<file path="config.mk">
export PLATFORM = sky130hd
export DESIGN_NAME = ring_validation_logic
export DESIGN_NICKNAME = d
export VERILOG_FILES = /design/src/logic/ring_val_pkg.sv /design/src/logic/ring_validation_logic.sv
export VERILOG_INCLUDE_DIRS = /design/src /design/src/logic
export SDC_FILE = /design/constraint.sdc
export NUM_CORES = 1
export LEC_CHECK = 0
export BUFFER_PORTS_ARGS = -buffer_cell sky130_fd_sc_hd__buf_4
export CORE_UTILIZATION = 45
export CTS_BUF_LIST = sky130_fd_sc_hd__clkbuf_4
export CTS_CLUSTER_DIAMETER = 80
export DETAILED_ROUTE_END_ITERATION = 10
export GPL_TIMING_DRIVEN = 0
export PLACE_DENSITY = 0.66
export SYNTH_ARGS = -nofsm -noshare
export SYNTH_HDL_FRONTEND = slang
export SYNTH_SLANG_ARGS = --single-unit
</file>
<file path="constraint.sdc">
create_clock -name clk_i -period 3.6 [get_ports clk_i]
set_input_delay 0.18 -clock clk_i [delete_from_list [all_inputs] [get_ports clk_i]]
set_output_delay 0.18 -clock clk_i [all_outputs]
set_load 0.03 [all_outputs]
</file>
<file path="src/logic/ring_val_cfg.svh">
// Register map, field positions and timing constants for ring validation
// Functional notes
// - After qualification wait 256 ms times the 3-bit delay code before reporting.
// - Ringing ends 128 ms times the timeout code after the last threshold event.
// - Signal must meet frequency bounds for the qualification interval before valid.
// - Enable low bypasses validation; enable high validates in every operating mode.
// - Every event during qualification reloads the assertion timer, which counts down.
// - An event after the timer expired means frequency too low; ring invalidated.
// - Assertion minus max-frequency field gives minimum event spacing in 2 ms steps.
// - Timer above the max-frequency field at a later event means frequency too high.
`ifndef RING_VAL_CFG_SVH
`define RING_VAL_CFG_SVH

// ----------------------------------------------------------------------
// Register indices; byte address is four times the index
// ----------------------------------------------------------------------
`define RV_IDX_CTRL2 6'h17
`define RV_IDX_CTRL3 6'h18
`define RV_IDX_AUX 6'h20
`define RV_IDX_STAT 6'h21

// ----------------------------------------------------------------------
// Reset values
// ----------------------------------------------------------------------
`define RV_CTRL2_RST 8'h2d
`define RV_CTRL3_RST 8'h19
`define RV_AUX_RST 8'h0d

// ----------------------------------------------------------------------
// Field positions
// ----------------------------------------------------------------------
`define RV_DLY_HI_BIT 7
`define RV_TO_MSB 6
`define RV_TO_LSB 3
`define RV_QI_MSB 2
`define RV_EN_BIT 7
`define RV_RES_BIT 6
`define RV_AS_MSB 5
`define RV_AUX_DLY_MSB 7
`define RV_AUX_DLY_LSB 6
`define RV_MX_MSB 5
`define RV_ST_VALID 0
`define RV_ST_LOW 1
`define RV_ST_HIGH 2
`define RV_ST_BUSY 3

// ----------------------------------------------------------------------
// Timing
// ----------------------------------------------------------------------
`define RV_CLK_PERIOD_NS 50
`define RV_TICK_NS 2000000
`define RV_TICK_MS 2
`define RV_DELAY_STEP_MS 256
`define RV_TIMEOUT_STEP_MS 128
`define RV_QUAL_STEP_MS 128

`endif

</file>
<file path="src/logic/ring_val_pkg.sv">
// Types shared by the ring validation logic
package ring_val_pkg;
	typedef enum logic [1:0] {
		ST_IDLE,
		ST_QUAL,
		ST_DELAY,
		ST_VALID
	} ring_state_t;
endpackage : ring_val_pkg

</file>
<file path="src/logic/ring_validation_logic.sv">
// Ring validation logic with classic Wishbone register slave
`timescale 1ns/100ps
`include "ring_val_cfg.svh"

module ring_validation_logic
	import ring_val_pkg::*;
#(
	parameter int TICK_CYCLES = `RV_TICK_NS / `RV_CLK_PERIOD_NS
) (
	input wire logic clk_i,
	input wire logic rst_i,
	input wire logic cyc_i,
	input wire logic stb_i,
	input wire logic we_i,
	input wire logic [7:0] adr_i,
	input wire logic [3:0] sel_i,
	input wire logic [31:0] dat_i,
	output logic [31:0] dat_o,
	output logic ack_o,
	input wire logic ring_event_i,
	output logic ring_valid_o
);

	// ------------------------------------------------------------------
	// Decoding
	// ------------------------------------------------------------------
	function automatic logic reg_hit(input logic [7:0] adr, input logic [5:0] idx);
		reg_hit = (adr[7:2] == idx);
	endfunction : reg_hit

	// ------------------------------------------------------------------
	// Declarations
	// ------------------------------------------------------------------
	logic [7:0] ctrl2;
	logic [7:0] ctrl3;
	logic [7:0] aux;
	logic [7:0] next_ctrl2;
	logic [7:0] next_ctrl3;
	logic [7:0] next_aux;
	logic [31:0] next_dat;
	logic next_ack;
	logic [7:0] rd_byte;
	logic access;
	logic wr_en;

	logic sync1;
	logic sync2;
	logic sync3;
	logic ev;

	ring_state_t state;
	ring_state_t next_state;
	logic [15:0] pre;
	logic [15:0] next_pre;
	logic tick;
	logic [5:0] qtimer;
	logic [5:0] next_qtimer;
	logic [9:0] phase;
	logic [9:0] next_phase;
	logic [9:0] idle_cnt;
	logic [9:0] next_idle_cnt;
	logic ring_valid;
	logic next_ring_valid;
	logic too_low;
	logic too_high;
	logic next_too_low;
	logic next_too_high;

	logic enable;
	logic [5:0] ras;
	logic [5:0] max_frequency_bound;
	logic [2:0] delay_code;
	logic [3:0] to_code;
	logic [3:0] to_eff;
	logic [9:0] delay_ticks;
	logic [9:0] timeout_ticks;
	logic [9:0] qual_ticks;
	logic checking;
	logic freq_low;
	logic freq_high;
	logic ended;
	logic clr_low;
	logic clr_high;

	// ------------------------------------------------------------------
	// Field extraction
	// ------------------------------------------------------------------
	assign enable = ctrl3[`RV_EN_BIT];
	assign ras = ctrl3[`RV_AS_MSB:0];
	assign max_frequency_bound = aux[`RV_MX_MSB:0];
	assign delay_code = {ctrl2[`RV_DLY_HI_BIT], aux[`RV_AUX_DLY_MSB:`RV_AUX_DLY_LSB]};
	assign to_code = ctrl2[`RV_TO_MSB:`RV_TO_LSB];
	// Invalid timeout code runs as the shortest step
	assign to_eff = (to_code == 4'h0) ? 4'h1 : to_code;
	assign delay_ticks = 10'(delay_code) * 10'(`RV_DELAY_STEP_MS / `RV_TICK_MS);
	assign timeout_ticks = 10'(to_eff) * 10'(`RV_TIMEOUT_STEP_MS / `RV_TICK_MS);
	assign qual_ticks = (10'(ctrl2[`RV_QI_MSB:0]) + 10'h001)
		* 10'(`RV_QUAL_STEP_MS / `RV_TICK_MS);

	// ------------------------------------------------------------------
	// Line event synchroniser and edge detect
	// ------------------------------------------------------------------
	always_ff @(posedge clk_i) begin
		if (rst_i) begin
			sync1 <= 1'b0;
			sync2 <= 1'b0;
			sync3 <= 1'b0;
		end else begin
			sync1 <= ring_event_i;
			sync2 <= sync1;
			sync3 <= sync2;
		end
	end

	assign ev = sync2 & ~sync3;

	// ------------------------------------------------------------------
	// Wishbone slave
	// ------------------------------------------------------------------
	assign access = cyc_i & stb_i & ~ack_o;
	assign wr_en = access & we_i & sel_i[0];
	assign clr_low = wr_en & reg_hit(adr_i, `RV_IDX_STAT) & dat_i[`RV_ST_LOW];
	assign clr_high = wr_en & reg_hit(adr_i, `RV_IDX_STAT) & dat_i[`RV_ST_HIGH];

	always_comb begin
		rd_byte = 8'h00;
		if (reg_hit(adr_i, `RV_IDX_CTRL2)) begin
			rd_byte = ctrl2;
		end else if (reg_hit(adr_i, `RV_IDX_CTRL3)) begin
			// Reserved bit reads zero
			rd_byte = {ctrl3[`RV_EN_BIT], 1'b0, ras};
		end else if (reg_hit(adr_i, `RV_IDX_AUX)) begin
			rd_byte = aux;
		end else if (reg_hit(adr_i, `RV_IDX_STAT)) begin
			rd_byte[`RV_ST_VALID] = ring_valid;
			rd_byte[`RV_ST_LOW] = too_low;
			rd_byte[`RV_ST_HIGH] = too_high;
			rd_byte[`RV_ST_BUSY] = (state != ST_IDLE);
		end
	end

	always_comb begin
		next_ctrl2 = ctrl2;
		next_ctrl3 = ctrl3;
		next_aux = aux;
		next_ack = access;
		next_dat = 32'h0000_0000;
		if (access && !we_i) begin
			next_dat = {24'h00_0000, rd_byte};
		end
		if (wr_en && reg_hit(adr_i, `RV_IDX_CTRL2)) begin
			next_ctrl2 = dat_i[7:0];
		end
		if (wr_en && reg_hit(adr_i, `RV_IDX_CTRL3)) begin
			next_ctrl3 = {dat_i[`RV_EN_BIT], 1'b0, dat_i[`RV_AS_MSB:0]};
		end
		if (wr_en && reg_hit(adr_i, `RV_IDX_AUX)) begin
			next_aux = dat_i[7:0];
		end
	end

	always_ff @(posedge clk_i) begin
		if (rst_i) begin
			ctrl2 <= `RV_CTRL2_RST;
			ctrl3 <= `RV_CTRL3_RST;
			aux <= `RV_AUX_RST;
			ack_o <= 1'b0;
			dat_o <= 32'h0000_0000;
		end else begin
			ctrl2 <= next_ctrl2;
			ctrl3 <= next_ctrl3;
			aux <= next_aux;
			ack_o <= next_ack;
			dat_o <= next_dat;
		end
	end

	// ------------------------------------------------------------------
	// Qualification core
	// ------------------------------------------------------------------
	assign tick = (pre == 16'(TICK_CYCLES - 1));
	assign checking = enable & (state != ST_IDLE);
	assign freq_low = ev & checking & (qtimer == 6'h00);
	assign freq_high = ev & checking & (qtimer != 6'h00) & (qtimer > max_frequency_bound);
	assign ended = (state != ST_IDLE) & ~ev & (idle_cnt >= timeout_ticks);

	always_comb begin
		next_state = state;
		next_pre = tick ? 16'h0000 : pre + 16'h0001;
		next_qtimer = qtimer;
		next_phase = phase;
		next_idle_cnt = idle_cnt;
		if (tick && qtimer != 6'h00) begin
			next_qtimer = qtimer - 6'h01;
		end
		if (tick && idle_cnt != 10'h3ff) begin
			next_idle_cnt = idle_cnt + 10'h001;
		end
		if (tick && phase != 10'h3ff) begin
			next_phase = phase + 10'h001;
		end
		case (state)
			ST_IDLE: begin
				if (ev) begin
					// Bypass skips qualification and frequency checks
					next_state = enable ? ST_QUAL : ST_DELAY;
					next_phase = 10'h000;
				end
			end
			ST_QUAL: begin
				if (phase >= qual_ticks) begin
					next_state = ST_DELAY;
					next_phase = 10'h000;
				end
			end
			ST_DELAY: begin
				if (phase >= delay_ticks) begin
					next_state = ST_VALID;
				end
			end
			ST_VALID: begin
				next_state = ST_VALID;
			end
			default: begin
				next_state = ST_IDLE;
			end
		endcase
		if (ev) begin
			next_qtimer = ras;
			next_idle_cnt = 10'h000;
		end
		if (freq_low || freq_high || ended) begin
			next_state = ST_IDLE;
		end
		next_ring_valid = (next_state == ST_VALID);
		// Set wins over a software clear in the same cycle
		next_too_low = (too_low & ~clr_low) | freq_low;
		next_too_high = (too_high & ~clr_high) | freq_high;
	end

	always_ff @(posedge clk_i) begin
		if (rst_i) begin
			state <= ST_IDLE;
			pre <= 16'h0000;
			qtimer <= 6'h00;
			phase <= 10'h000;
			idle_cnt <= 10'h000;
			ring_valid <= 1'b0;
			ring_valid_o <= 1'b0;
			too_low <= 1'b0;
			too_high <= 1'b0;
		end else begin
			state <= next_state;
			pre <= next_pre;
			qtimer <= next_qtimer;
			phase <= next_phase;
			idle_cnt <= next_idle_cnt;
			ring_valid <= next_ring_valid;
			ring_valid_o <= next_ring_valid;
			too_low <= next_too_low;
			too_high <= next_too_high;
		end
	end
endmodule : ring_validation_logic

</file>
---- Yosys cells after proc, flatten, opt, wreduce, memory -nomap -nowiden ----
Index checks and enable logic that the tools add are counted.
storage, ports and cells
  output and inout bits ................... 34
  bits of input ports ..................... 50
  register bits after elaboration ......... 106
  word-level logic and storage cells ...... 99
operators by class
  reduce and logical (&&, ||, !) cells .... 19
  add/subtract/negate cells ............... 5
  $lt $le $gt $ge ......................... 4
  equal/unequal tests ..................... 11
  bitwise logic cells ..................... 25
  mux-type cells .......................... 18
operator list
  operator               count
  $ge 10x10->1           3
  $mux 10                3
  $add 10x1->10 const B  2
  $ne 10x10->1 const B   2
  $pmux 10 s2            1
  $and 1x1->1            17
  $add 16x1->16 const B  1
  $eq 16x16->1 const B   1
  $mux 4                 4
  $mux 8                 2
  $eq 6x5->1 const B     2
  $eq 6x6->1 const B     2
  $mux 6                 2
  $mux 2                 5
  $pmux 2 s4             1
  $logic_and 1x1->1      7
  $eq 2x2->1 const B     3
  $gt 6x6->1             1
  $logic_not 6->1        1
  $not 1->1              6
  $reduce_bool 6->1      1
  $reduce_or 2->1        3
  $sub 6x1->6 const B    1
  $add 3x1->4 const B    1
  7 further kinds        10

---- Depth between registers and ports, before layout ----
Gate-level depths: netlist of the first run.
  word-level depth ........................ 9
  depth in mapped cells ................... 8
  depth with buffers taken out ............ 8

---- Worst setup path after synthesis of the first run ----
No wires, ideal clock.
  kind .................................... register -> register
  start ................................... register pre[9]
  end ..................................... register qtimer[4]
  slack ................................... 1.312 ns
  library setup time ...................... 0.091 ns
  clock period less this slack ............ 2.288 ns
  stages on the path, launching flop included .. 6
  data arrival time ....................... 2.197 ns
  path through ............................ dfxtp_1 or4b_1 or4_1 buf_2 or4_1 a311oi_1
between the ends
  word-level cells in the longest chain between the ends .. 3
RTL lines
  what                                RTL line                      RTL
  from (decl)                         ring_validation_logic.sv:53   logic [15:0] pre;
  from (signal assigned)              ring_validation_logic.sv:254  pre <= next_pre;
  $eq 16x16->1                        ring_validation_logic.sv:181  assign tick = (pre == 16'(TICK_CYCLES - 1));
  $logic_and 1x1->1                   ring_validation_logic.sv:193  if (tick && qtimer != 6'h00) begin
  $reduce_bool 2->1 (no source line)  -
  to (signal assigned)                ring_validation_logic.sv:255  qtimer <= next_qtimer;
  to (decl)                           ring_validation_logic.sv:56   logic [5:0] qtimer;
No other way between the ends.
A chain may end at the register's enable or synchronous reset.

---- Worst setup path in the final report of the first run ----
  start ................................... register pre[9]
  end ..................................... register qtimer[3]
The elaborated chain is that of the path after synthesis.

==> qor.tcl, run 1 <==
set qor(core.rowCount) 35
set qor(synth_top_family_by_area) {simple AND/OR/NAND/NOR gates}
set qor(cts.reportedPaths.clkPinSlew_ps) 140
set qor(ys_types) 50
set qor(clock_tree.buffer_depth) 2
set qor(seq_area_frac_synth) 0.387
set qor(clk_network_pwr_share) 0.339
set qor(max_cap_violations) 0
set qor(cts-root-buf) {sky130_fd_sc_hd__clkbuf_4}
set qor(grt_first_pass_wirelength_mm) 15.7
set qor(start_util) 0.461
set qor(tightest_slew_ps) 1080
set qor(final.hold.worst_slack_ps) 20.1
set qor(initialDrtViolationCount) 176
set qor(boundary_pins) 84
set qor(synthCells) 494
set qor(detailed_place_hpwl_mm) 6.92
set qor(hold_path_class) {primary input to flip-flop}
set qor(dieWidth_um) 99.0
set qor(port_buffers) 29
set qor(cts_buffers) 9
set qor(switching_power_uw) 418
set qor(cts_num_sinks) 82
set qor(synth_simple_gate_area_frac) 0.246
set qor(clock-skew-final_ps) 19.4
set qor(finalWorstPathRequiredPeriod_ps) 2620
set qor(cts_tree) {built}
set qor(grt_remaining_overflow) 0
set qor(number_of_flops_mapped_to_enable_cells_by_yosys) 0
set qor(totalNegativeSetupSlack_ps) 0
set qor(postCtsResizedCells) 0
set qor(groute.usage.overall) 0.200
set qor(dr_total_vias) 3509
set qor(p_leak_nw) 1.94
set qor(status) {completed}
set qor(hold_startpoint) {dat_i[1]}
set qor(finalHoldViolations) 0
set qor(syn_to_final_growth_pct) 15.7
set qor(drive_gt1_frac) 0.139
set qor(chipHeight_um) 99.0
set qor(grt_antenna_before_repair) 0
set qor(maximum_number_of_pins_on_one_net_before_global_route_repair) 14
set qor(setup-violations-final) 0
set qor(max_transition_viols_final) 0
set qor(post-layout-total-power_mw) 1.63
set qor(post_drt_wl_per_cell_um) 13.6
set qor(hold_path_end) {ctrl2[1]$_SDFFE_PP0P_}
set qor(synth-compound-area-share) 0.0854
set qor(final_worst_path_period_share) 0.727
set qor(routabilityCongestion) 0.821
set qor(final_nets) 640
set qor(cts_hold_buffers) 8
set qor(fp.dieArea_sq_um) 9810
set qor(ffs_latches_synth) 82
set qor(whs_path_depth) 3
set qor(vias_in_the_first_global_route) 3293
set qor(critPathSlowestCell) {sky130_fd_sc_hd__nor4_1}
set qor(reg2regPathDepth) 5
set qor(synth_async_sr_flop_share) 0
set qor(power_density_nw_per_um2) 333
set qor(synth_top_area_cell) {sky130_fd_sc_hd__dfxtp_1}
set qor(syn_avg_cell_area_sq_um) 8.58
set qor(htree_levels) 3
set qor(cts_post_setup_buffers_inserted) 0
set qor(muxShareOfSynthArea) 0.0526
set qor(worst_r2r_startpoint) {pre[9]$_SDFF_PP0_}
set qor(synth-warning-count) 0
set qor(synthAdderAreaFrac) 0.0738
set qor(antenna_cells_inserted) 0
set qor(timing.critical_path.cells) {or4b_1, nor4_1, nand4b_1, xor2_1, a211oi_1}
set qor(timing.critical_path.required_ps) 3950
set qor(endpoint_kind) {flip-flop}
set qor(share_comb_of_total_power) 0.094
set qor(critical_path_arrival_ps) 2970
set qor(yosys.area.top_type_share) 0.387
set qor(clock_insertion_delay_worst_skew_ps) 430
set qor(pre_cts_ws_ps) 1020
set qor(timing.max_slew.rel_slack) 0.273
set qor(synth_top_cells_by_area) {sky130_fd_sc_hd__dfxtp_1 (39%), sky130_fd_sc_hd__ha_1 (7.4%), sky130_fd_sc_hd__nor2_1 (6.4%)}
set qor(detail_route.drc_violations) 0
set qor(finalCoreUtilization) 0.533
set qor(postLayoutSetupSlackWorst_ps) 982
set qor(p_int_mw) 1.22
set qor(timing.critical_path.slowest_cell_delay_ps) 940
set qor(routed_wl_mm) 9.27
set qor(r2r_setup_slack_ps) 980
set qor(crit_path_max_fanout) 5
set qor(start_kind) {flip-flop}
set qor(worst_r2r_endpoint) {qtimer[3]$_SDFFE_PP0P_}
set qor(sequentialPowerShare) 0.567
set qor(synth_xor_xnor_area_share) 0.0682
set qor(drt.antenna.violating_nets) 0
set qor(setup_repair_after_global_routing_missed_its_margin) {false}
set qor(core_sq_um) 9200
set qor(route.detailed.vias_per_inst) 5.15
set qor(fmax_ghz) 0.382
set qor(synthesized_cell_area_sq_um) 4240
set qor(yosys_most_used_dff) {sky130_fd_sc_hd__dfxtp_1}
set qor(crit_path_category) {flip-flop to flip-flop}
set qor(crit_buf_inv) 0
set qor(swShare) 0.256
set qor(drt-pass1-iter-count) 5
set qor(ir_worst_vdd_mv) 0.184
set qor(worstSetupStartpoint) {pre[9]$_SDFF_PP0_}
set qor(critical-path-top-delay-family) {simple AND/OR/NAND/NOR gates}
-- cell usage after synthesis (all sizes together), types with 3 or more instances --
master and number:
a21o 3, o211ai 5, xor2 11, nor3 11, nand2b 4, nand2 35
or4 4, ha 25, nand3 20, buf 30, nor2b 7, inv 28
dfxtp 82, a22oi 6, mux2i 20, nor4 12, nand4 7, xnor2 22
a211oi 4, and4 4, and2 3, and3 9, a21oi 12, o21ai 12
a222oi 3, clkbuf 12, nand3b 3, nor2 72
-- logic make-up (layout without fill, tap and decap cells) --
family                     after synthesis  in the layout
xor gates and xnor gates                33             33
DFF                                     82             82
muxes                                   22             22
and+or+nand+nor                        207            207
AOI/OAI and AO/OA                       54             54
adders and majority gates               25             25
buffers and inverters                   70            123
other                                    1             24
-- through the flow --
stage / area (sq um) / instances
floorplan: 4320 / 517
global placement: 4680 / 657
detailed placement: 4680 / 657
CTS: 4900 / 681
global route: 4900 / 681
finish: 4900 / 681
-- state kept, by name, indices dropped and copies added, names as in the netlist --
register and flops:
sync1 1, too_high 1, pre 16, ring_valid 1, ctrl2 8, sync2 1
idle_cnt 10, qtimer 6, ack_o 1, state 2, sync3 1, dat_o 8
aux 8, ctrl3 7, phase 10, too_low 1
-- worst max-delay path by stage --
stage | endpoint | slack (ps) | cells after the start
finish | qtimer[3]$_SDFFE_PP0P_ | 980 | 5
global route | pre[11]$_SDFF_PP0_ | 840 | 7
CTS | qtimer[3]$_SDFFE_PP0P_ | 990 | 5
detailed placement | qtimer[3]$_SDFFE_PP0P_ | 1020 | 5
global placement | qtimer[3]$_SDFFE_PP0P_ | 1050 | 5
floorplan | qtimer[4]$_SDFFE_PP0P_ | 1310 | 5
-- worst register-to-register path, delay by kind of cell, from the launching register on --
| kind | cells | cell delay [ps] |
|---|---|---|
| xor gates and xnor gates | 1 | 210 |
| DFF | 1 | 370 |
| AOI/OAI and AO/OA | 1 | 210 |
| and+or+nand+nor | 3 | 1760 |
-- per-layer routing --
metal	vias up	global-route usage	share of wire
li1	1805	-	-
met1	1616	0.263	0.48
met2	75	0.341	0.47
met3	13	0.0255	0.041
met4	0	0.0654	0.014
met5	-	0	0
-- cell type report --
| type | count | area [sq um] |
|---|---|---|
| Fill cell | 871 | 4290 |
| Tap cell | 111 | 139 |
| Buffer | 42 | 258 |
| Clock buffer | 12 | 90.1 |
| Inverter | 28 | 105 |
| Clock inverter | 4 | 52.6 |
| Sequential cell | 82 | 1640 |
| Timing Repair Buffer | 37 | 298 |
| Multi-Input combinational cell | 365 | 2320 |
-- placed cells by master (no fill, tap or decap), types with 8 or more instances in the layout --
cell / synthesis / final
sky130_fd_sc_hd__nor2_1: 72 / 72
sky130_fd_sc_hd__conb_1: 1 / 24
sky130_fd_sc_hd__clkbuf_4: 0 / 12
sky130_fd_sc_hd__o21ai_0: 12 / 12
sky130_fd_sc_hd__xor2_1: 11 / 11
sky130_fd_sc_hd__nand2_1: 35 / 35
sky130_fd_sc_hd__a21oi_1: 12 / 12
sky130_fd_sc_hd__xnor2_1: 22 / 22
sky130_fd_sc_hd__nor3_1: 11 / 11
sky130_fd_sc_hd__mux2i_1: 20 / 20
sky130_fd_sc_hd__dlygate4sd3_1: 0 / 8
sky130_fd_sc_hd__dfxtp_1: 82 / 82
sky130_fd_sc_hd__and3_1: 9 / 9
sky130_fd_sc_hd__ha_1: 25 / 25
sky130_fd_sc_hd__nor4_1: 12 / 12
sky130_fd_sc_hd__inv_1: 28 / 28
sky130_fd_sc_hd__buf_4: 24 / 53
sky130_fd_sc_hd__nand3_1: 20 / 20
sky130_fd_sc_hd__clkbuf_1: 12 / 12
-- power by group through the flow --
stage	Sequential (mW)	Clock (mW)	Combinational [mW]
after detailed placement	0.946	0	0.145
after CTS	0.926	0.568	0.152
after floorplan	0.945	0	0.104
final	0.926	0.554	0.153
after global placement	0.946	0	0.142
after global routing	0.927	0.601	0.167
Note: power is estimated with default switching activity, not from simulation.
==> run 2: changes to the inputs <==
Settings changed: PLACE_DENSITY 0.66 to 0.69.
Clock period 3.6 ns to 2.4 ns, I/O delays scaled along.
==> run 2 against run 1 <==
Net effect:
- setup slack worse by 920 ps
- routed wire length rose by 1.4%
- first-iteration DRC count is 41% lower
- clock skew fell by 2.1 ps
- via count up 2.0%
==> qor.tcl, run 2 (synthesis gave the netlist of run 1 again) <==
set qor(crit_path_category) {flip-flop to flip-flop}
set qor(reg.largest.list) {pre: 16 flops, idle_cnt: 10 flops, phase: 10 flops}
set qor(route.detailed.vias_per_inst) 5.22 ;# +1.2%
set qor(dieWidth_um) 99.0 ;# unchanged
set qor(antenna_cells_inserted) 0 ;# unchanged
set qor(totalNegativeSetupSlack_ps) 0 ;# unchanged
set qor(status) {completed}
set qor(post-layout-total-power_mw) 2.44 ;# +49%
set qor(maximum_number_of_pins_on_one_net_before_global_route_repair) 15 ;# +1
set qor(htree_levels) 3 ;# unchanged
set qor(drive_gt1_frac) 0.179 ;# +0.0405
set qor(most_frequent_standard_cell_in_the_layout_excluding_fill_and_tap_cells) {sky130_fd_sc_hd__dfxtp_1}
set qor(final_cell_count_without_fillers) 686 ;# +0.73%
set qor(drt.antenna.violating_nets) 0 ;# unchanged
set qor(mostFrequentLayoutCells) {sky130_fd_sc_hd__dfxtp_1 (77), sky130_fd_sc_hd__nor2_1 (72), sky130_fd_sc_hd__buf_4 (57)}
set qor(cts.reportedPaths.clkPinSlew_ps) 130 ;# about the same
set qor(fmax_ghz) 0.427 ;# +12%
set qor(timing.max_slew.rel_slack) 0.352 ;# +0.0786
set qor(power_density_nw_per_um2) 483 ;# +45%
set qor(ir_worst_vdd_mv) 0.264 ;# +44%
set qor(hold_path_end) {dat_o[3]$_SDFF_PP0_}
set qor(routed_wl_mm) 9.40 ;# +1.4%
set qor(clock-skew-final_ps) 17.4 ;# -2.08 ps
set qor(final_worst_path_period_share) 0.975 ;# +0.248
set qor(clock_insertion_delay_worst_skew_ps) 430 ;# about the same
set qor(port_buffers) 29 ;# unchanged
set qor(grt_first_pass_wirelength_mm) 15.9 ;# +0.97%
set qor(reg2regPathDepth) 4 ;# -1
set qor(critical_path_arrival_ps) 2670 ;# -300 ps
set qor(clock_tree.buffer_depth) 2 ;# unchanged
set qor(tightest_slew_ps) 964 ;# -117 ps
set qor(place_area_sq_um) 4680 ;# unchanged
set qor(flip_flop_count_of_the_largest_register_all_copies_and_words_added) 16 ;# unchanged
set qor(detail_route.drc_violations) 0 ;# unchanged
set qor(cts_tree) {built}
set qor(crit_path_max_fanout) 7 ;# +2
set qor(setup-violations-final) 0 ;# unchanged
set qor(post-route-cell-area_sq_um) 5050 ;# +3.0%
set qor(chipHeight_um) 99.0 ;# unchanged
set qor(detailed_place_hpwl_mm) 6.89 ;# -0.43%
set qor(core.rowCount) 35 ;# unchanged
set qor(drt-pass1-iter-count) 5 ;# unchanged
set qor(vias_in_the_first_global_route) 3387 ;# +2.9%
set qor(timing.critical_path.required_ps) 2730 ;# -1220 ps
set qor(max_transition_viols_final) 0 ;# unchanged
set qor(max_cap_violations) 0 ;# unchanged
set qor(dr_total_vias) 3578 ;# +2.0%
set qor(start_util) 0.461 ;# unchanged
set qor(worst_r2r_endpoint) {qtimer[4]$_SDFFE_PP0P_}
set qor(finalHoldViolations) 0 ;# unchanged
set qor(fp.dieArea_sq_um) 9810 ;# unchanged
set qor(cts_buffers) 9 ;# unchanged
set qor(grt_remaining_overflow) 0 ;# unchanged
set qor(final.hold.worst_slack_ps) 108 ;# +88.0 ps
set qor(core_sq_um) 9200 ;# unchanged
set qor(finalWorstPathRequiredPeriod_ps) 2340 ;# -277 ps
set qor(p_leak_nw) 1.97 ;# +1.9%
set qor(post_drt_wl_per_cell_um) 13.7 ;# +0.71%
set qor(cts-root-buf) {sky130_fd_sc_hd__clkbuf_4}
set qor(whs_path_depth) 4 ;# +1
set qor(syn_to_final_growth_pct) 19.1
set qor(boundary_pins) 84 ;# unchanged
set qor(hold_startpoint) {adr_i[4]}
set qor(endpoint_kind) {flip-flop}
set qor(place_inst) 657 ;# unchanged
set qor(initialDrtViolationCount) 103 ;# -41%
set qor(setup_repair_after_global_routing_missed_its_margin) {false}
set qor(top_register) {pre}
set qor(final.fill_count) 859 ;# -1.4%
set qor(cts_num_sinks) 82 ;# unchanged
set qor(start_kind) {flip-flop}
set qor(r2r_setup_slack_ps) 60 ;# -920 ps
set qor(grt_antenna_before_repair) 0 ;# unchanged
set qor(hold_path_class) {primary input to flip-flop}
set qor(worst_r2r_startpoint) {pre[14]$_SDFF_PP0_}
set qor(groute.usage.overall) 0.203 ;# +0.00233
set qor(routabilityCongestion) 0.825 ;# +0.41%
set qor(final_nets) 645 ;# +0.78%
==> run 2: cell types whose count changed in the layout (fill, tap and decap cells not counted), moves of 3 or more <==
cell                            before  now
sky130_fd_sc_hd__buf_4              53   57
sky130_fd_sc_hd__dfxtp_1            82   77
sky130_fd_sc_hd__dfxtp_2             0    5
sky130_fd_sc_hd__dlygate4sd3_1       8   11
sky130_fd_sc_hd__nor4_1             12    6
sky130_fd_sc_hd__nor4_2              0    5
==> run 2: power by group <==
part           switching (mW)  internal, mW
Clock                   0.474         0.338
Combinational           0.139        0.0959
Sequential             0.0142          1.38
==> run 2: through the flow <==
stage / setup slack (ps) / utilization
4_1_cts: 3.89 / 0.544
2_1_floorplan: 112 / -
3_3_place_gp: -91.6 / 0.509
3_5_place_dp: -128 / 0.509
6_report: 59.0 / 0.549
5_1_grt: 4.03 / 0.549
==> run 2: layout make-up <==
cell class / instances / area (sq um) / share of cell area
Multi-Input combinational cell: 365 / 2410 / 0.477
Sequential cell: 82 / 1650 / 0.326
Timing Repair Buffer: 44 / 358 / 0.0709
Buffer: 40 / 253 / 0.0501
Tap cell: 111 / 139 / 0.0275
Inverter: 28 / 105 / 0.0208
Clock buffer: 11 / 82.6 / 0.0164
Clock inverter: 5 / 55.1 / 0.0109
==> run 2: critical path: stages (launching register included) <==
cell	delay, ps
sky130_fd_sc_hd__dfxtp_2	340
sky130_fd_sc_hd__or4b_4	530
sky130_fd_sc_hd__or4_4	610
sky130_fd_sc_hd__or4_1	490
sky130_fd_sc_hd__a311oi_1	280
==> run 2: routing by layer <==
layer / global-route usage / wire length, um
met5: 0 / 0
met4: 0.0574 / 100
met3: 0.0461 / 429
met2: 0.354 / 4590
met1: 0.249 / 4280
==> run 2: worst max path at each step <==
stage | start | end | slack (ps) | depth (start not counted)
floorplan | pre[9]$_SDFF_PP0_ | qtimer[4]$_SDFFE_PP0P_ | 110 | 5
global placement | pre[9]$_SDFF_PP0_ | pre[7]$_SDFF_PP0_ | -90 | 7
detailed placement | pre[9]$_SDFF_PP0_ | pre[6]$_SDFF_PP0_ | -130 | 7
CTS | pre[14]$_SDFF_PP0_ | qtimer[4]$_SDFFE_PP0P_ | 4 | 5
global route | pre[14]$_SDFF_PP0_ | idle_cnt[8]$_SDFFE_PP0P_ | 4 | 6
finish | pre[14]$_SDFF_PP0_ | qtimer[4]$_SDFFE_PP0P_ | 60 | 4
==> run 2: timing repair <==
action                                 in CTS  in global routing
pin swaps                                   3                  1
buffers inserted                            4                  0
endpoints found under the hold margin      25                  0
hold buffers                               11                  0
setup endpoints to repair                  30                 16
resized for setup                          16                 10
